===== src/verilog/erm_pkg.sv =====
// Shared constants of the extended read engine and its controller.
// Assumes one 40 MHz system clock on both ends of the direct register link.
package erm_pkg;

  // ---------------------------------------------------------------------
  // Direct register byte addresses on the link.
  // ---------------------------------------------------------------------
  localparam logic [7:0] ADR_ERA  = 8'h0A;  // ext_read_address, low byte at 0x0B.
  localparam logic [7:0] ADR_EXT_READ_CONTROL_STATUS = 8'h0C;  // ext_read_control_status.
  localparam logic [7:0] ADR_EXT_READ_DATA_HIGH = 8'h0E;  // ext_read_data_high.
  localparam logic [7:0] ADR_EXT_READ_DATA_LOW = 8'h10;  // ext_read_data_low.
  localparam logic [7:0] ADR_CTRL = 8'h1E;  // Margin select and confirm.
  localparam logic [7:0] ADR_WARN = 8'h26;  // Warning flags.

  // ---------------------------------------------------------------------
  // Field positions and values.
  // ---------------------------------------------------------------------
  localparam int         EXT_READ_CONTROL_STATUS_TRIG_BIT   = 15;
  localparam int         EXT_READ_CONTROL_STATUS_BUSY_BIT   = 8;
  localparam int         EXT_READ_CONTROL_STATUS_DONE_BIT   = 0;
  localparam int         CTRL_SPEC_LSB   = 12;
  localparam logic [7:0] CONFIRM_CODE    = 8'hA5;
  localparam logic [3:0] MARGIN_NORMAL   = 4'h0;
  localparam logic [3:0] MARGIN_LOW      = 4'h1;
  localparam logic [3:0] MARGIN_HIGH     = 4'h2;
  localparam logic [3:0] WARN_HEADER     = 4'hB;
  localparam int         WARN_XEE_BIT    = 7;
  localparam logic [15:0] WARN_COMM_MASK = 16'h0CA4;  // COMM_WARNING_FLAG_C, CRC, EXTENDED_ACCESS_WARNING, COMM_WARNING_FLAG_A, BSY.
  localparam logic [1:0] SEG_NV          = 2'h0;
  localparam logic [1:0] SEG_SHADOW      = 2'h1;    // Extended address 0x40..0x7F.
  localparam int         SHADOW_WORDS    = 64;
  localparam int         SHADOW_BITS     = 24;

  // ---------------------------------------------------------------------
  // Timing: a nonvolatile read finishes within 2 us.
  // ---------------------------------------------------------------------
  localparam int         CLK_PERIOD_NS   = 25;
  localparam int         NV_READ_MAX_NS  = 2000;
  localparam int         NV_READ_CYC     = NV_READ_MAX_NS / CLK_PERIOD_NS;

  // ---------------------------------------------------------------------
  // Controller user registers (4-bit word index).
  // ---------------------------------------------------------------------
  localparam logic [3:0] CR_CMD    = 4'h0;  // W: bit0 read, bit1 margin check.
  localparam logic [3:0] CR_XADDR  = 4'h1;
  localparam logic [3:0] CR_EXP_HI = 4'h2;
  localparam logic [3:0] CR_EXP_LO = 4'h3;
  localparam logic [3:0] CR_RES_HI = 4'h4;
  localparam logic [3:0] CR_RES_LO = 4'h5;
  localparam int         CMD_READ_BIT   = 0;
  localparam int         CMD_MARGIN_BIT = 1;

endpackage

===== src/verilog/erm_link_if.sv =====
// Direct register link between the external controller and the device.
// Assumes both ends run on the same clock; the device answers reads a cycle later.
`timescale 1ns/10ps
interface erm_link_if;
  logic        re;     // Read strobe.
  logic        we;     // Write strobe.
  logic [7:0]  addr;   // Byte address; even moves 16 bits, odd moves the low byte.
  logic [15:0] wdata;
  logic [15:0] rdata;  // Valid in the cycle after re.

  modport dev_mp (input re, input we, input addr, input wdata, output rdata);
  modport ctl_mp (output re, output we, output addr, output wdata, input rdata);
endinterface


===== src/verilog/erm_ctl.sv =====
// Controller end: runs extended reads and the two-threshold margin check.
// Assumes the device answers link reads in the next cycle and the array is unlocked.
//
// The plain strobed port was left to the implementer.
`timescale 1ns/10ps
module erm_ctl (
  input  wire logic        sys_clk_i,
  input  wire logic        rst_b_i,
  erm_link_if.ctl_mp       link,
  input  wire logic [3:0]  usr_addr_i,
  input  wire logic [15:0] usr_wdata_i,
  input  wire logic        usr_we_i,
  input  wire logic        usr_re_i,
  output logic [15:0]      usr_rdata_o
);

  // -----------------------------------------------------------------------
  // State.
  // -----------------------------------------------------------------------
  typedef enum logic [11:0] {
    S_IDLE  = 12'h001, S_CLR   = 12'h002, S_MSET  = 12'h004, S_FLAG  = 12'h008,
    S_FLAGW = 12'h010, S_ADDR  = 12'h020, S_TRIG  = 12'h040, S_POLL  = 12'h080,
    S_POLLW = 12'h100, S_DHI   = 12'h200, S_DLO   = 12'h400, S_CHK   = 12'h800
  } erm_ctl_state_t;

  typedef struct packed {
    erm_ctl_state_t st;
    logic           margin_op;
    logic [3:0]     mode;
    logic [7:0]     xaddr;
    logic [31:0]    expect_w;
    logic [31:0]    res;
    logic           busy;
    logic           done;
    logic           fail;
    logic           warn;
    logic           re;
    logic           we;
    logic [7:0]     addr;
    logic [15:0]    wdata;
    logic [15:0]    urd;
    logic           wt;  // Set in the cycle the awaited read answer is on rdata.
  } erm_ctl_st_t;

  erm_ctl_st_t q;
  erm_ctl_st_t d;

  // -----------------------------------------------------------------------
  // Next-state logic: user registers and the link sequencer.
  // -----------------------------------------------------------------------
  always_comb begin
    d       = q;
    d.re    = 1'b0;
    d.we    = 1'b0;
    d.urd   = 16'h0000;

    // User register reads answer one cycle later.
    if (usr_re_i) begin
      case (usr_addr_i)
        erm_pkg::CR_CMD:    d.urd = {12'h000, q.warn, q.fail, q.done, q.busy};
        erm_pkg::CR_XADDR:  d.urd = {8'h00, q.xaddr};
        erm_pkg::CR_EXP_HI: d.urd = q.expect_w[31:16];
        erm_pkg::CR_EXP_LO: d.urd = q.expect_w[15:0];
        erm_pkg::CR_RES_HI: d.urd = q.res[31:16];
        erm_pkg::CR_RES_LO: d.urd = q.res[15:0];
        default:            d.urd = 16'h0000;
      endcase
    end

    case (q.st)
      S_IDLE: begin
        if (usr_we_i) begin
          case (usr_addr_i)
            erm_pkg::CR_XADDR:  d.xaddr = usr_wdata_i[7:0];
            erm_pkg::CR_EXP_HI: d.expect_w[31:16] = usr_wdata_i;
            erm_pkg::CR_EXP_LO: d.expect_w[15:0] = usr_wdata_i;
            erm_pkg::CR_CMD: begin
              if (usr_wdata_i[erm_pkg::CMD_MARGIN_BIT]) begin
                d.margin_op = 1'b1;
                d.mode      = erm_pkg::MARGIN_LOW;
                d.st        = S_CLR;
              end else if (usr_wdata_i[erm_pkg::CMD_READ_BIT]) begin
                d.margin_op = 1'b0;
                d.st        = S_ADDR;
              end
              if (usr_wdata_i[erm_pkg::CMD_MARGIN_BIT] || usr_wdata_i[erm_pkg::CMD_READ_BIT]) begin
                d.busy = 1'b1;
                d.done = 1'b0;
                d.fail = 1'b0;
                d.warn = 1'b0;
              end
            end
            default: ;
          endcase
        end
      end
      S_CLR: begin
        d.we    = 1'b1;
        d.addr  = erm_pkg::ADR_WARN;
        d.wdata = 16'hFFFF;
        d.st    = S_MSET;
      end
      S_MSET: begin
        d.we    = 1'b1;
        d.addr  = erm_pkg::ADR_CTRL;
        d.wdata = {q.mode, 4'h0, erm_pkg::CONFIRM_CODE};
        d.st    = S_FLAG;
      end
      S_FLAG: begin
        d.re   = 1'b1;
        d.addr = erm_pkg::ADR_WARN;
        d.st   = S_FLAGW;
      end
      S_FLAGW: begin
        if (!q.wt) begin
          d.wt = 1'b1;  // The strobe is on the link now; its answer comes next cycle.
        end else begin
          d.wt = 1'b0;
          if ((link.rdata & erm_pkg::WARN_COMM_MASK) != 16'h0000) begin
            d.warn = 1'b1;
          end
          if (q.mode == erm_pkg::MARGIN_NORMAL) begin
            d.busy = 1'b0;
            d.done = 1'b1;
            d.st   = S_IDLE;
          end else begin
            d.st = S_ADDR;
          end
        end
      end
      S_ADDR: begin
        d.we    = 1'b1;
        d.addr  = erm_pkg::ADR_ERA;
        d.wdata = {8'h00, q.xaddr};
        d.st    = S_TRIG;
      end
      S_TRIG: begin
        d.we    = 1'b1;
        d.addr  = erm_pkg::ADR_EXT_READ_CONTROL_STATUS;
        d.wdata = 16'h8000;
        d.st    = S_POLL;
      end
      S_POLL: begin
        d.re   = 1'b1;
        d.addr = erm_pkg::ADR_EXT_READ_CONTROL_STATUS | 8'h01;
        d.st   = S_POLLW;
      end
      S_POLLW: begin
        if (!q.wt) begin
          d.wt = 1'b1;
        end else begin
          d.wt = 1'b0;
          d.st = link.rdata[erm_pkg::EXT_READ_CONTROL_STATUS_DONE_BIT] ? S_DHI : S_POLL;
        end
      end
      S_DHI: begin
        d.re   = 1'b1;
        d.addr = erm_pkg::ADR_EXT_READ_DATA_HIGH;
        d.st   = S_DLO;
      end
      S_DLO: begin
        d.re   = 1'b1;
        d.addr = erm_pkg::ADR_EXT_READ_DATA_LOW;
        d.st   = S_CHK;
      end
      S_CHK: begin
        if (!q.wt) begin
          d.wt         = 1'b1;
          d.res[31:16] = link.rdata;
        end else begin
          d.wt        = 1'b0;
          d.res[15:0] = link.rdata;
          if (q.margin_op) begin
            if ({q.res[31:16], link.rdata} != q.expect_w) begin
              d.fail = 1'b1;
            end
            d.mode = (q.mode == erm_pkg::MARGIN_LOW) ? erm_pkg::MARGIN_HIGH
                                                     : erm_pkg::MARGIN_NORMAL;
            d.st   = S_MSET;
          end else begin
            d.busy = 1'b0;
            d.done = 1'b1;
            d.st   = S_IDLE;
          end
        end
      end
      default: d.st = S_IDLE;
    endcase
  end

  // -----------------------------------------------------------------------
  // State register.
  // -----------------------------------------------------------------------
  always_ff @(posedge sys_clk_i or negedge rst_b_i) begin
    if (!rst_b_i) begin
      q    <= '0;
      q.st <= S_IDLE;
    end else begin
      q <= d;
    end
  end

  // -----------------------------------------------------------------------
  // Outputs straight from the state register.
  // -----------------------------------------------------------------------
  assign link.re     = q.re;
  assign link.we     = q.we;
  assign link.addr   = q.addr;
  assign link.wdata  = q.wdata;
  assign usr_rdata_o = q.urd;

endmodule  // erm_ctl


===== src/flat_wrapper.sv =====
// flat-port wrapper written by rule: the top's interface ports become plain ports
module erm_ctl_flat 
  (sys_clk_i, rst_b_i, usr_addr_i, usr_wdata_i, usr_we_i, usr_re_i, usr_rdata_o, link_re, link_we, link_addr, link_wdata, link_rdata);
  erm_link_if link_i ();
  input  wire logic sys_clk_i;
  input  wire logic rst_b_i;
  input  wire logic [3:0] usr_addr_i;
  input  wire logic [15:0] usr_wdata_i;
  input  wire logic usr_we_i;
  input  wire logic usr_re_i;
  output logic [15:0] usr_rdata_o;
  output wire logic [$bits(link_i.re)-1:0] link_re;
  output wire logic [$bits(link_i.we)-1:0] link_we;
  output wire logic [$bits(link_i.addr)-1:0] link_addr;
  output wire logic [$bits(link_i.wdata)-1:0] link_wdata;
  input wire logic [$bits(link_i.rdata)-1:0] link_rdata;
  assign link_re = link_i.re;
  assign link_we = link_i.we;
  assign link_addr = link_i.addr;
  assign link_wdata = link_i.wdata;
  assign link_i.rdata = link_rdata;
  erm_ctl u_core (.sys_clk_i(sys_clk_i), .rst_b_i(rst_b_i), .link(link_i), .usr_addr_i(usr_addr_i), .usr_wdata_i(usr_wdata_i), .usr_we_i(usr_we_i), .usr_re_i(usr_re_i), .usr_rdata_o(usr_rdata_o));
endmodule

===== config.mk =====
export PLATFORM = sky130hd
export DESIGN_NAME = erm_ctl_flat
export DESIGN_NICKNAME = d
export VERILOG_FILES = /design/src/verilog/erm_pkg.sv /design/src/verilog/erm_link_if.sv /design/src/verilog/erm_ctl.sv /design/src/flat_wrapper.sv
export SDC_FILE = /design/constraint.sdc
export NUM_CORES = 1
export LEC_CHECK = 0
export BUFFER_PORTS_ARGS = -buffer_cell sky130_fd_sc_hd__buf_2
export CORE_MARGIN = 5
export CORE_UTILIZATION = 45
export CTS_BUF_LIST = sky130_fd_sc_hd__clkbuf_2
export CTS_CLUSTER_DIAMETER = 50
export DETAILED_ROUTE_END_ITERATION = 7
export GPL_TIMING_DRIVEN = 0
export PLACE_DENSITY = 0.67
export SLEW_MARGIN = 20
export SYNTH_ARGS = -nofsm -noshare
export SYNTH_HDL_FRONTEND = slang
export SYNTH_SLANG_ARGS = --single-unit

===== constraint.sdc =====
create_clock -name sys_clk_i -period 1.9 [get_ports sys_clk_i]
set_input_delay 0.19 -clock sys_clk_i [delete_from_list [all_inputs] [get_ports sys_clk_i]]
set_output_delay 0.19 -clock sys_clk_i [all_outputs]
set_load 0.01 [all_outputs]

==> impl_metrics.csv, run 1 <==
group,metric,value,unit
global_route,grt_pass1_vias,5174,
sta,fin_crit,2210,ps
die,start_util,45.5,%
worst_setup_path,cp-endpoint,"u_core.q[70]$_DFFE_PN0P_",
detailed_routing,dr.pass1.iters,7,
sta,tns,-20400,ps
cts,cts_tree,"yes",
sta,clock_skew,42.3,ps
yosys,synth-async-reset-ratio,100,%
job,drv_cap,0,
finish,fin_nets,768,
yosys,synth_common_cells,"dfrtp_1 (128), mux2_2 (61), buf_4 (41)",
sta,max_freq,0.452,GHz
cts,clock_latency,720,ps
worst_setup_path,slowest_stage,"dfrtp_1",
cts,cts_buffers,17,
yosys,netlist_instances,524,
finish,syn2layout_area_growth,37.3,%
cts,clkTransAtPathRegs,190,ps
worst_setup_path,r2r-end,"u_core.q[70]$_DFFE_PN0P_",
worst_setup_path,critical_path_depth,9,
yosys,netlist-cell-type-count,58,
place,placed_cell_area,7110,um2
power,leakage,4.34,nW
outcome,violations,"negative setup slack",
global_route,grt_pass1_wl,28100,um
yosys,synth_seq_area_share,51.3,%
cts,cts-root-buf,"clkbuf_2",
place,post-place-ws,-628,ps
detailed_routing,vias,5156,
yosys,synth_area_per_cell,12.0,um2
detailed_routing,drc_errors,0,
die,die_h,128,um
place,gp_congestion,0.882,
sta,worst_pin_slew,1240,ps
finish,fillCellCount,1077,
die,dieArea,16500,um2
place,numPortBuffers,79,
outcome,status,"finished with violations",
yosys,synth_top_area_share,50.9,%
worst_setup_path,cpPeakStageDelay,490,ps
detailed_routing,postRouteAntennaNets,0,
place,placed_cells,785,
worst_setup_path,r2r_cells,9,
yosys,synth_edf_count,0,
sta,relSlewSlack,16.8,%
cts,htreeDepth,4,
global_route,track_usage,22.3,%
sta,hold_viol,0,
yosys,synth_warnings,0,
power,power_density,823,nW/um2
yosys,synth_top_cell_by_area,"dfrtp_1",
die,die_w,128,um
worst_setup_path,worst-setup-path-type,"reg -> reg",
die,coreArea,13800,um2
worst_setup_path,worstPathArrival,2830,ps
die,ios,82,
finish,design_area,8650,um2
detailed_routing,wl_per_cell,20.0,um
yosys,syn_area,6300,um2
worst_setup_path,worstPathRequired,2520,ps
hold_path,hp-class,"in -> reg",
global_route,grt_max_degree,74,
worst_setup_path,cp-start-kind,"flip-flop",
sta,rsz0062_at_grt,"yes",
worst_setup_path,crit_chain,"nor4_4, buf_6, buf_6, and3_4, nand2_4, nor2_4, buf_12, buf_12, mux2_4",
yosys,post-synth-top-count-cell,"dfrtp_1",
yosys,ys_ff_latch,129,
worst_setup_path,crit_path_start,"u_core.q[129]$_DFFE_PN0P_",
sta,slew_viol_final,0,
yosys,synth_area_leaders,"dfrtp_1 (51%), mux2_2 (11%), xor2_1 (5.0%), buf_4 (4.9%), mux2_4 (2.4%)",
detailed_routing,routed_via_density,5.60,
worst_setup_path,rr_startpoint,"u_core.q[129]$_DFFE_PN0P_",
finish,stdcell_count,921,
die,rows,43,
power,total_power,7.12,mW
sta,whs,35.6,ps
sta,timing.final.ws_setup,-313,ps
detailed_routing,routed_wl,18400,um
sta,setup_viol,105,
worst_setup_path,crit_buf_inv,4,
global_route,antenna_found_initial,1,
worst_setup_path,cp_top_family,"simple AND/OR/NAND/NOR gates",
cts,cts_sinks,129,
global_route,grt-ovfl-total,0,
yosys,synth_ff_type,"dfrtp_1",
detailed_routing,first_iter_violations,540,
cts,cts.path.max_buffers,2,
place,place_hpwl,11300,um
worst_setup_path,critPathMaxFanout,5,
finish,drive_gt1_share,47.4,%
sta,fin_crit_sh,116,%
worst_setup_path,crit_path_end_kind,"flip-flop",
power,vdd_drop_max,0.559,mV
worst_setup_path,r2r_setup_slack,-310,ps
finish,post-route-util,62.5,%
## cell type report
class                   instances  area, um2  area share (%)
multi-input cells             327       2980            34.5
well taps                     180        225            2.60
clock inverters                12       68.8           0.796
plain buffers                  59        493            5.70
flip-flops and latches        129       3240            37.4
repair buffers                188       1520            17.6
clock buffers                  19       95.1            1.10
diodes                          1       2.50          0.0289
inverters                       6       22.5           0.260
## worst min-delay path: stages
cell,delay (ps)
buf_2,150
nor4b_4,120
a22oi_1,160
a21oi_1,100
## routing by layer
metal	share of wire [%]	vias up	track usage [%]
met1	40	2614	27.3
met2	52	205	38.4
met5	0	-	0
li1	-	2283	-
met3	5.4	54	4.08
met4	3.0	0	9.43
## how the worst min path moves through the flow
stage                         startpoint  slack, ps                               end  cells past startpoint
after floorplan                  rst_b_i       -110   u_core.link.addr[0]$_DFFE_PN0P_                      0
after global placement    usr_wdata_i[8]        440         u_core.q[103]$_DFFE_PN0P_                      2
after detailed placement         rst_b_i        140          u_core.link.we$_DFF_PN0_                      1
after CTS                       usr_re_i         20  u_core.usr_rdata_o[15]$_DFF_PN0_                      3
after global routing            usr_re_i         -1   u_core.usr_rdata_o[0]$_DFF_PN0_                      3
final                      usr_addr_i[0]         40   u_core.usr_rdata_o[6]$_DFF_PN0_                      4
## cells by family (layout without fill, tap and decap cells)
| kind of cell | after synthesis | count (layout) | synth area share, % |
|---|---|---|---|
| muxes | 73 | 73 | 13.7 |
| AOI/OAI and AO/OA | 91 | 91 | 10.2 |
| other | 1 | 3 | 0.0596 |
| and+or+nand+nor | 123 | 123 | 12.0 |
| buffers and inverters | 69 | 284 | 7.49 |
| DFF | 129 | 129 | 51.3 |
| xor gates and xnor gates | 38 | 38 | 5.29 |
## power by group
group | leakage, nW | switching [mW] | internal (mW)
sequential | 1.70 | 0.465 | 3.25
clock | 0.110 | 1.02 | 0.322
combinational | 2.52 | 0.850 | 1.21
## placed cells by master (no fill, tap or decap), types with 5 or more instances in the layout
master,instances
dfrtp_1,123
buf_4,80
buf_2,78
mux2_4,45
dlygate4sd3_1,39
xor2_1,36
buf_6,30
mux2_2,28
nand2_1,26
clkbuf_2,19
a22oi_1,16
nor2_1,14
a21oi_1,13
a222oi_1,12
nand4_1,11
nor4_1,11
o21ai_1,10
clkbuf_1,7
o21a_1,7
nor2b_1,6
inv_1,6
buf_12,6
clkinv_2,6
a31oi_1,5
a21o_1,5
nand3_1,5
dfrtp_2,5
## registers in the layout, summed over array words and instances, names as in the netlist
signal / cells
u_core.link.we: 1
u_core.link.addr: 6
u_core.q: 92
u_core.link.re: 1
u_core.usr_rdata_o: 16
u_core.link.wdata: 13
## repair_timing
item / in CTS / in global routing
gates resized for setup: 75 / 38
hold buffers: 39 / 0
gates cloned: 4 / 0
pin swaps: 14 / 13
endpoints found under the setup margin: 102 / 105
hold endpoints to repair: 212 / 0
buffers inserted: 45 / 20
Power figures use the tool's default switching activity.
==> run 2: changes to the inputs <==
ABC_AREA = 1   (was not set)
==> run 2 against run 1 <==
Synthesized cell count rose by 51%. Register-to-register slack better by 410 ps. The run now ends clean. Maximum frequency up 23%. Worst hold slack worse by 12 ps. Core utilization decreased by 6.1 points. Design area is 8.8% lower. Non-clock buffer count fell by 60. Routed wire length decreased by 6.4%.
==> impl_metrics.csv, run 2 <==
group,metric,value,unit
outcome,status,"complete, no violations",
cts,cts_sinks,129,
cts,cts_tree,"yes",
yosys,synth_seq_area_share,50.0,%
cts,cts-root-buf,"clkbuf_2",
yosys,synth_edf_count,0,
die,die_h,130,um
worst_setup_path,cp_top_family,"flip-flops",
cts,htreeDepth,4,
global_route,track_usage,21.2,%
finish,final_cell_mix,"nand2_1 (197), dfrtp_1 (128), inv_1 (110), buf_2 (81)",
finish,fin_nets,979,
worst_setup_path,r2r-end,"u_core.link.wdata[0]$_DFFE_PN0P_",
finish,stdcell_count,1130,
place,gp_congestion,0.892,
worst_setup_path,slowest_stage,"dfstp_2",
die,die_w,130,um
cts,cts.path.max_buffers,2,
worst_setup_path,cp-start-kind,"flip-flop",
worst_setup_path,rr_startpoint,"u_core.q[124]$_DFFE_PN1P_",
cts,clock_latency,720,ps
sta,clock_skew,31.8,ps
worst_setup_path,crit_path_end_kind,"flip-flop",
worst_setup_path,cpPeakStageDelay,600,ps
sta,hold_viol,0,
detailed_routing,first_iter_violations,398,
cts,clkTransAtPathRegs,170,ps
finish,final_common_cell,"nand2_1",
yosys,ys_ff_latch,129,
yosys,post-synth-top-count-cell,"nand2_1",
yosys,synth_top_area_share,49.6,%
detailed_routing,wl_per_cell,15.3,um
die,rows,43,
sta,fin_crit,1800,ps
sta,slew_viol_final,0,
place,place_hpwl,12200,um
sta,tns,0,ps
die,coreArea,14000,um2
worst_setup_path,worstPathRequired,2520,ps
yosys,syn_area,6460,um2
detailed_routing,vias,5671,
die,dieArea,16800,um2
power,power_density,998,nW/um2
place,placed_cell_area,7120,um2
global_route,grt_max_degree,74,
hold_path,hold_end,"u_core.q[110]$_DFFE_PN0P_",
yosys,synth-async-reset-ratio,100,%
hold_path,whs_path_depth,5,
yosys,synth_warnings,0,
sta,max_freq,0.556,GHz
place,post-place-ws,-130,ps
global_route,grt-ovfl-total,0,
worst_setup_path,worstPathArrival,2420,ps
hold_path,hp-start,"usr_addr_i[0]",
yosys,synth_area_leaders,"dfrtp_1 (50%), nand2_1 (12%), inv_1 (6.5%), buf_4 (5.2%), o21ai_1 (3.6%)",
worst_setup_path,crit_top_cell,"nand2_2",
detailed_routing,dr.pass1.iters,6,
yosys,synth_common_cells,"nand2_1 (200), dfrtp_1 (128), inv_1 (111)",
place,placed_cells,1052,
global_route,grt_pass1_wl,27300,um
yosys,netlist-cell-type-count,33,
sta,setup_viol,0,
die,ios,82,
worst_setup_path,worst-setup-path-type,"reg -> reg",
global_route,antenna_found_initial,0,
power,leakage,4.25,nW
job,drv_cap,0,
global_route,grt_pass1_vias,5263,
detailed_routing,routed_wl,17300,um
finish,syn2layout_area_growth,22.2,%
yosys,synth_area_per_cell,8.16,um2
finish,top_register,"u_core.q",
finish,largest_reg_flops,92,
detailed_routing,routed_via_density,5.02,
yosys,synth_ff_type,"dfrtp_1",
worst_setup_path,crit_chain,"nor2_1, nand2_2, nor2_4, nand2_2, nand3_2, a21oi_4, inv_2, buf_4, o21a_1",
finish,post-route-util,56.4,%
finish,design_area,7890,um2
worst_setup_path,crit_buf_inv,2,
detailed_routing,drc_errors,0,
die,start_util,46.2,%
sta,relSlewSlack,53.3,%
sta,whs,23.4,ps
yosys,synth_top_cell_by_area,"dfrtp_1",
power,total_power,7.87,mW
worst_setup_path,r2r_cells,9,
hold_path,hp-class,"in -> reg",
cts,cts_buffers,17,
sta,timing.final.ws_setup,101,ps
finish,antenna_cells,0,
worst_setup_path,r2r_setup_slack,100,ps
power,vdd_drop_max,0.390,mV
finish,drive_gt1_share,22.8,%
detailed_routing,postRouteAntennaNets,0,
worst_setup_path,critPathMaxFanout,10,
yosys,netlist_instances,791,
sta,worst_pin_slew,701,ps
place,numPortBuffers,79,
sta,fin_crit_sh,94.7,%
## run 2: cell types whose count changed after synthesis, sizes merged, moves of 17 or more
cell | previous run | this run
nand2 | 32 | 209
xor2 | 36 | 1
inv | 6 | 114
xnor2 | 2 | 19
nor2 | 17 | 69
mux2 | 73 | 0
o21ai | 17 | 91
## run 2: how the worst max path moves through the flow
stage          cells after the start                                to                       from  slack (ps)
4_1_cts                            9         u_core.q[120]$_DFFE_PN0P_  u_core.q[124]$_DFFE_PN1P_          20
3_3_place_gp                       1          u_core.link.we$_DFF_PN0_                    rst_b_i       -1130
5_1_grt                           10  u_core.link.wdata[1]$_DFFE_PN0P_  u_core.q[124]$_DFFE_PN1P_         -10
6_report                           9  u_core.link.wdata[0]$_DFFE_PN0P_  u_core.q[124]$_DFFE_PN1P_         100
3_5_place_dp                       7          u_core.q[47]$_DFFE_PN0P_  u_core.q[133]$_DFFE_PN0P_        -130
2_1_floorplan                      9  u_core.link.wdata[0]$_DFFE_PN0P_  u_core.q[124]$_DFFE_PN1P_         310
## run 2: cell families (layout without fill, tap and decap cells)
logic type                after synthesis  in the layout  synth area share, %
other                                   1              2               0.0581
DFF                                   129            129                 50.0
and+or+nand+nor                       320            321                 21.4
xor gates and xnor gates               20             20                 2.71
buffers and inverters                 175            332                 13.0
AOI/OAI and AO/OA                     146            146                 12.8
## run 2: repair_timing
item                       in CTS  in global routing
setup buffers                   0                  9
pin swaps                       0                  4
setup endpoints to repair      24                 85
resized for setup               5                 33
hold buffers                   39                  0
cloned                          0                  1
hold endpoints to repair      215                  0
## run 2: routing by layer
layer  global-route usage [%]  up-vias  wire length, um
met5                        0        -                0
met4                     6.23        0              247
met1                     29.7     2685             7930
met3                     4.54       23             1150
li1                         -     2770                -
met2                     33.2      193             7940
## run 2: report_power, final
| group | total (mW) | internal (mW) | switching [mW] | leakage (nW) |
|---|---|---|---|---|
| logic | 2.42 | 1.17 | 1.25 | 2.58 |
| registers | 3.88 | 3.36 | 0.516 | 1.55 |
| clock network | 1.57 | 0.598 | 0.974 | 0.126 |
| total | 7.87 | 5.12 | 2.74 | 4.25 |
## run 2: area by class of cell
| type | instances | area [um2] |
|---|---|---|
| clock inverter | 8 | 90.1 |
| clock buffer | 22 | 110 |
| tap | 180 | 225 |
| fill | 1296 | 6100 |
| multi-input combinational | 489 | 2470 |
| buffer | 59 | 444 |
| timing repair buffer | 128 | 891 |
| inverter | 115 | 432 |
| sequential | 129 | 3230 |
## run 2: worst reg2reg max path, cell delays in order, from the launching register on
cell and delay (ps):
dfstp_2 600, nor2_1 60, nand2_2 140, nor2_4 70, nand2_2 130, nand3_2 130, a21oi_4 180, inv_2 70
buf_4 170, o21a_1 160
==> run 3: changes to the inputs <==
CORE_UTILIZATION = 40   (was 45)
PLACE_DENSITY = not set   (was 0.67)
==> run 3 against run 2 <==
Clock-buffer cell count decreased by 4. Total power increased by 5.0%. Design area increased by 2.1%. Sequential cell count unchanged. Final cell count increased by 3.7%. Largest power group unchanged. Highest routed layer unchanged.
==> impl_metrics.csv, run 3 (synthesis gave the netlist of run 2 again) <==
group,metric,value,unit
finish,stdcell_count,1172,
worst_setup_path,cp-start-kind,"primary input",
sta,fin_crit,1860,ps
sta,worst_pin_slew,678,ps
global_route,grt_pass1_vias,5260,
global_route,antenna_found_initial,1,
worst_setup_path,r2r_setup_slack,110,ps
finish,drive_gt1_share,23.7,%
global_route,grt-ovfl-total,0,
detailed_routing,postRouteAntennaNets,0,
die,die_h,137,um
finish,design_area,8050,um2
finish,top_register,"u_core.q",
power,total_power,8.26,mW
detailed_routing,vias,5579,
detailed_routing,routed_via_density,4.76,
sta,slew_viol_final,0,
sta,tns,0,ps
global_route,grt_pass1_wl,27900,um
detailed_routing,wl_per_cell,15.0,um
die,die_w,137,um
sta,setup_viol,0,
worst_setup_path,worst-setup-path-type,"in -> reg",
finish,fillCellCount,1555,
cts,clkTransAtPathRegs,190,ps
detailed_routing,routed_wl,17600,um
job,drv_cap,0,
die,dieArea,18800,um2
cts,cts-root-buf,"clkbuf_2",
place,post-place-ws,-127,ps
power,vdd_drop_max,0.488,mV
die,rows,46,
die,ios,82,
detailed_routing,drc_errors,0,
place,numPortBuffers,79,
worst_setup_path,worstPathRequired,2590,ps
global_route,grt_max_degree,84,
worst_setup_path,critPathMaxFanout,4,
die,coreArea,15900,um2
cts,htreeDepth,4,
die,start_util,40.6,%
hold_path,hp-class,"in -> reg",
sta,hold_viol,0,
finish,final_common_cell,"nand2_1",
sta,rsz0062_at_grt,"yes",
finish,fin_nets,981,
sta,timing.final.ws_setup,40.2,ps
sta,whs,67.5,ps
cts,cts_tree,"yes",
finish,post-route-util,50.7,%
cts,clock_latency,750,ps
finish,syn2layout_area_growth,24.7,%
detailed_routing,dr.pass1.iters,5,
sta,clock_skew,33.4,ps
sta,max_freq,0.538,GHz
cts,cts_sinks,129,
detailed_routing,first_iter_violations,400,
sta,relSlewSlack,54.8,%
place,place_hpwl,12600,um
outcome,status,"complete, no violations",
cts,cts_buffers,17,
place,placed_cells,1088,
power,power_density,1030,nW/um2
place,gp_congestion,0.869,
finish,largest_reg_flops,92,
worst_setup_path,worstPathArrival,2550,ps
sta,fin_crit_sh,97.9,%
worst_setup_path,crit_path_end_kind,"flip-flop",
place,placed_cell_area,7160,um2
finish,final_cell_mix,"nand2_1 (196), dfrtp_1 (128), inv_1 (110), buf_2 (81), buf_4 (57)",
global_route,track_usage,19.6,%
cts,cts.path.max_buffers,2,
power,leakage,4.30,nW
## run 3: changes by cell type in the layout (fill, tap and decap cells not counted), moves of 3 or more
cell,before,now
buf_6,6,3
clkbuf_2,23,19
clkinv_1,5,1
clkinv_2,0,3
clkinv_4,0,3
## run 3: path summary, 6_finish.rpt
check / startpoint / end / depth (start not counted)
hold reg to reg: u_core.link.addr[2]$_DFFE_PN0P_ / u_core.link.addr[2]$_DFFE_PN0P_ / 2
min in group asynchronous: rst_b_i / u_core.q[72]$_DFFE_PN0P_ / 4
max in group asynchronous: rst_b_i / u_core.usr_rdata_o[15]$_DFF_PN0_ / 4
hold / removal: usr_addr_i[3] / u_core.usr_rdata_o[7]$_DFF_PN0_ / 6
setup reg to reg: u_core.q[127]$_DFFE_PN0P_ / u_core.q[133]$_DFFE_PN0P_ / 9
setup / recovery: usr_addr_i[2] / u_core.q[125]$_DFFE_PN0P_ / 9
## run 3: layout make-up
class                           count  area (um2)  area share, %
Clock buffer                       18        90.1           1.12
Sequential cell                   129        3230           40.1
Tap cell                          216         270           3.36
Antenna cell                        2        5.00         0.0622
Inverter                          115         435           5.41
Buffer                             60         440           5.47
Clock inverter                     14         189           2.35
Multi-Input combinational cell    488        2460           30.6
Timing Repair Buffer              130         931           11.6
## run 3: where the power goes
part | switching (mW) | total [mW] | internal (mW)
combinational | 1.24 | 2.43 | 1.19
sequential | 0.518 | 3.88 | 3.36
clock | 1.09 | 1.96 | 0.869
## run 3: routing by layer
layer,routed length (um),share of wire (%),vias up,track usage (%)
met5,0,0,-,0
met4,403,2.3,0,6.26
met3,1030,5.9,31,5.22
met2,7950,45,179,30.4
met1,8180,47,2598,26.7
li1,-,-,2771,-
## run 3: what timing repair did
action | 4_1_cts | 5_1_grt
endpoints found under the setup margin | 31 | 84
gates cloned | 0 | 0
hold endpoints to repair | 216 | 0
buffers inserted | 0 | 8
gates resized for setup | 6 | 31
hold buffers | 42 | 0
pin swaps | 0 | 4
## run 3: critical path, cell delays in order
cell and delay, ps:
dlygate4sd3_1 540, buf_2 150, nor2_2 90, dlygate4sd3_1 570, nand2_2 120, nor2_4 150, nand2_2 80, dlygate4sd3_1 570
nor2_1 100
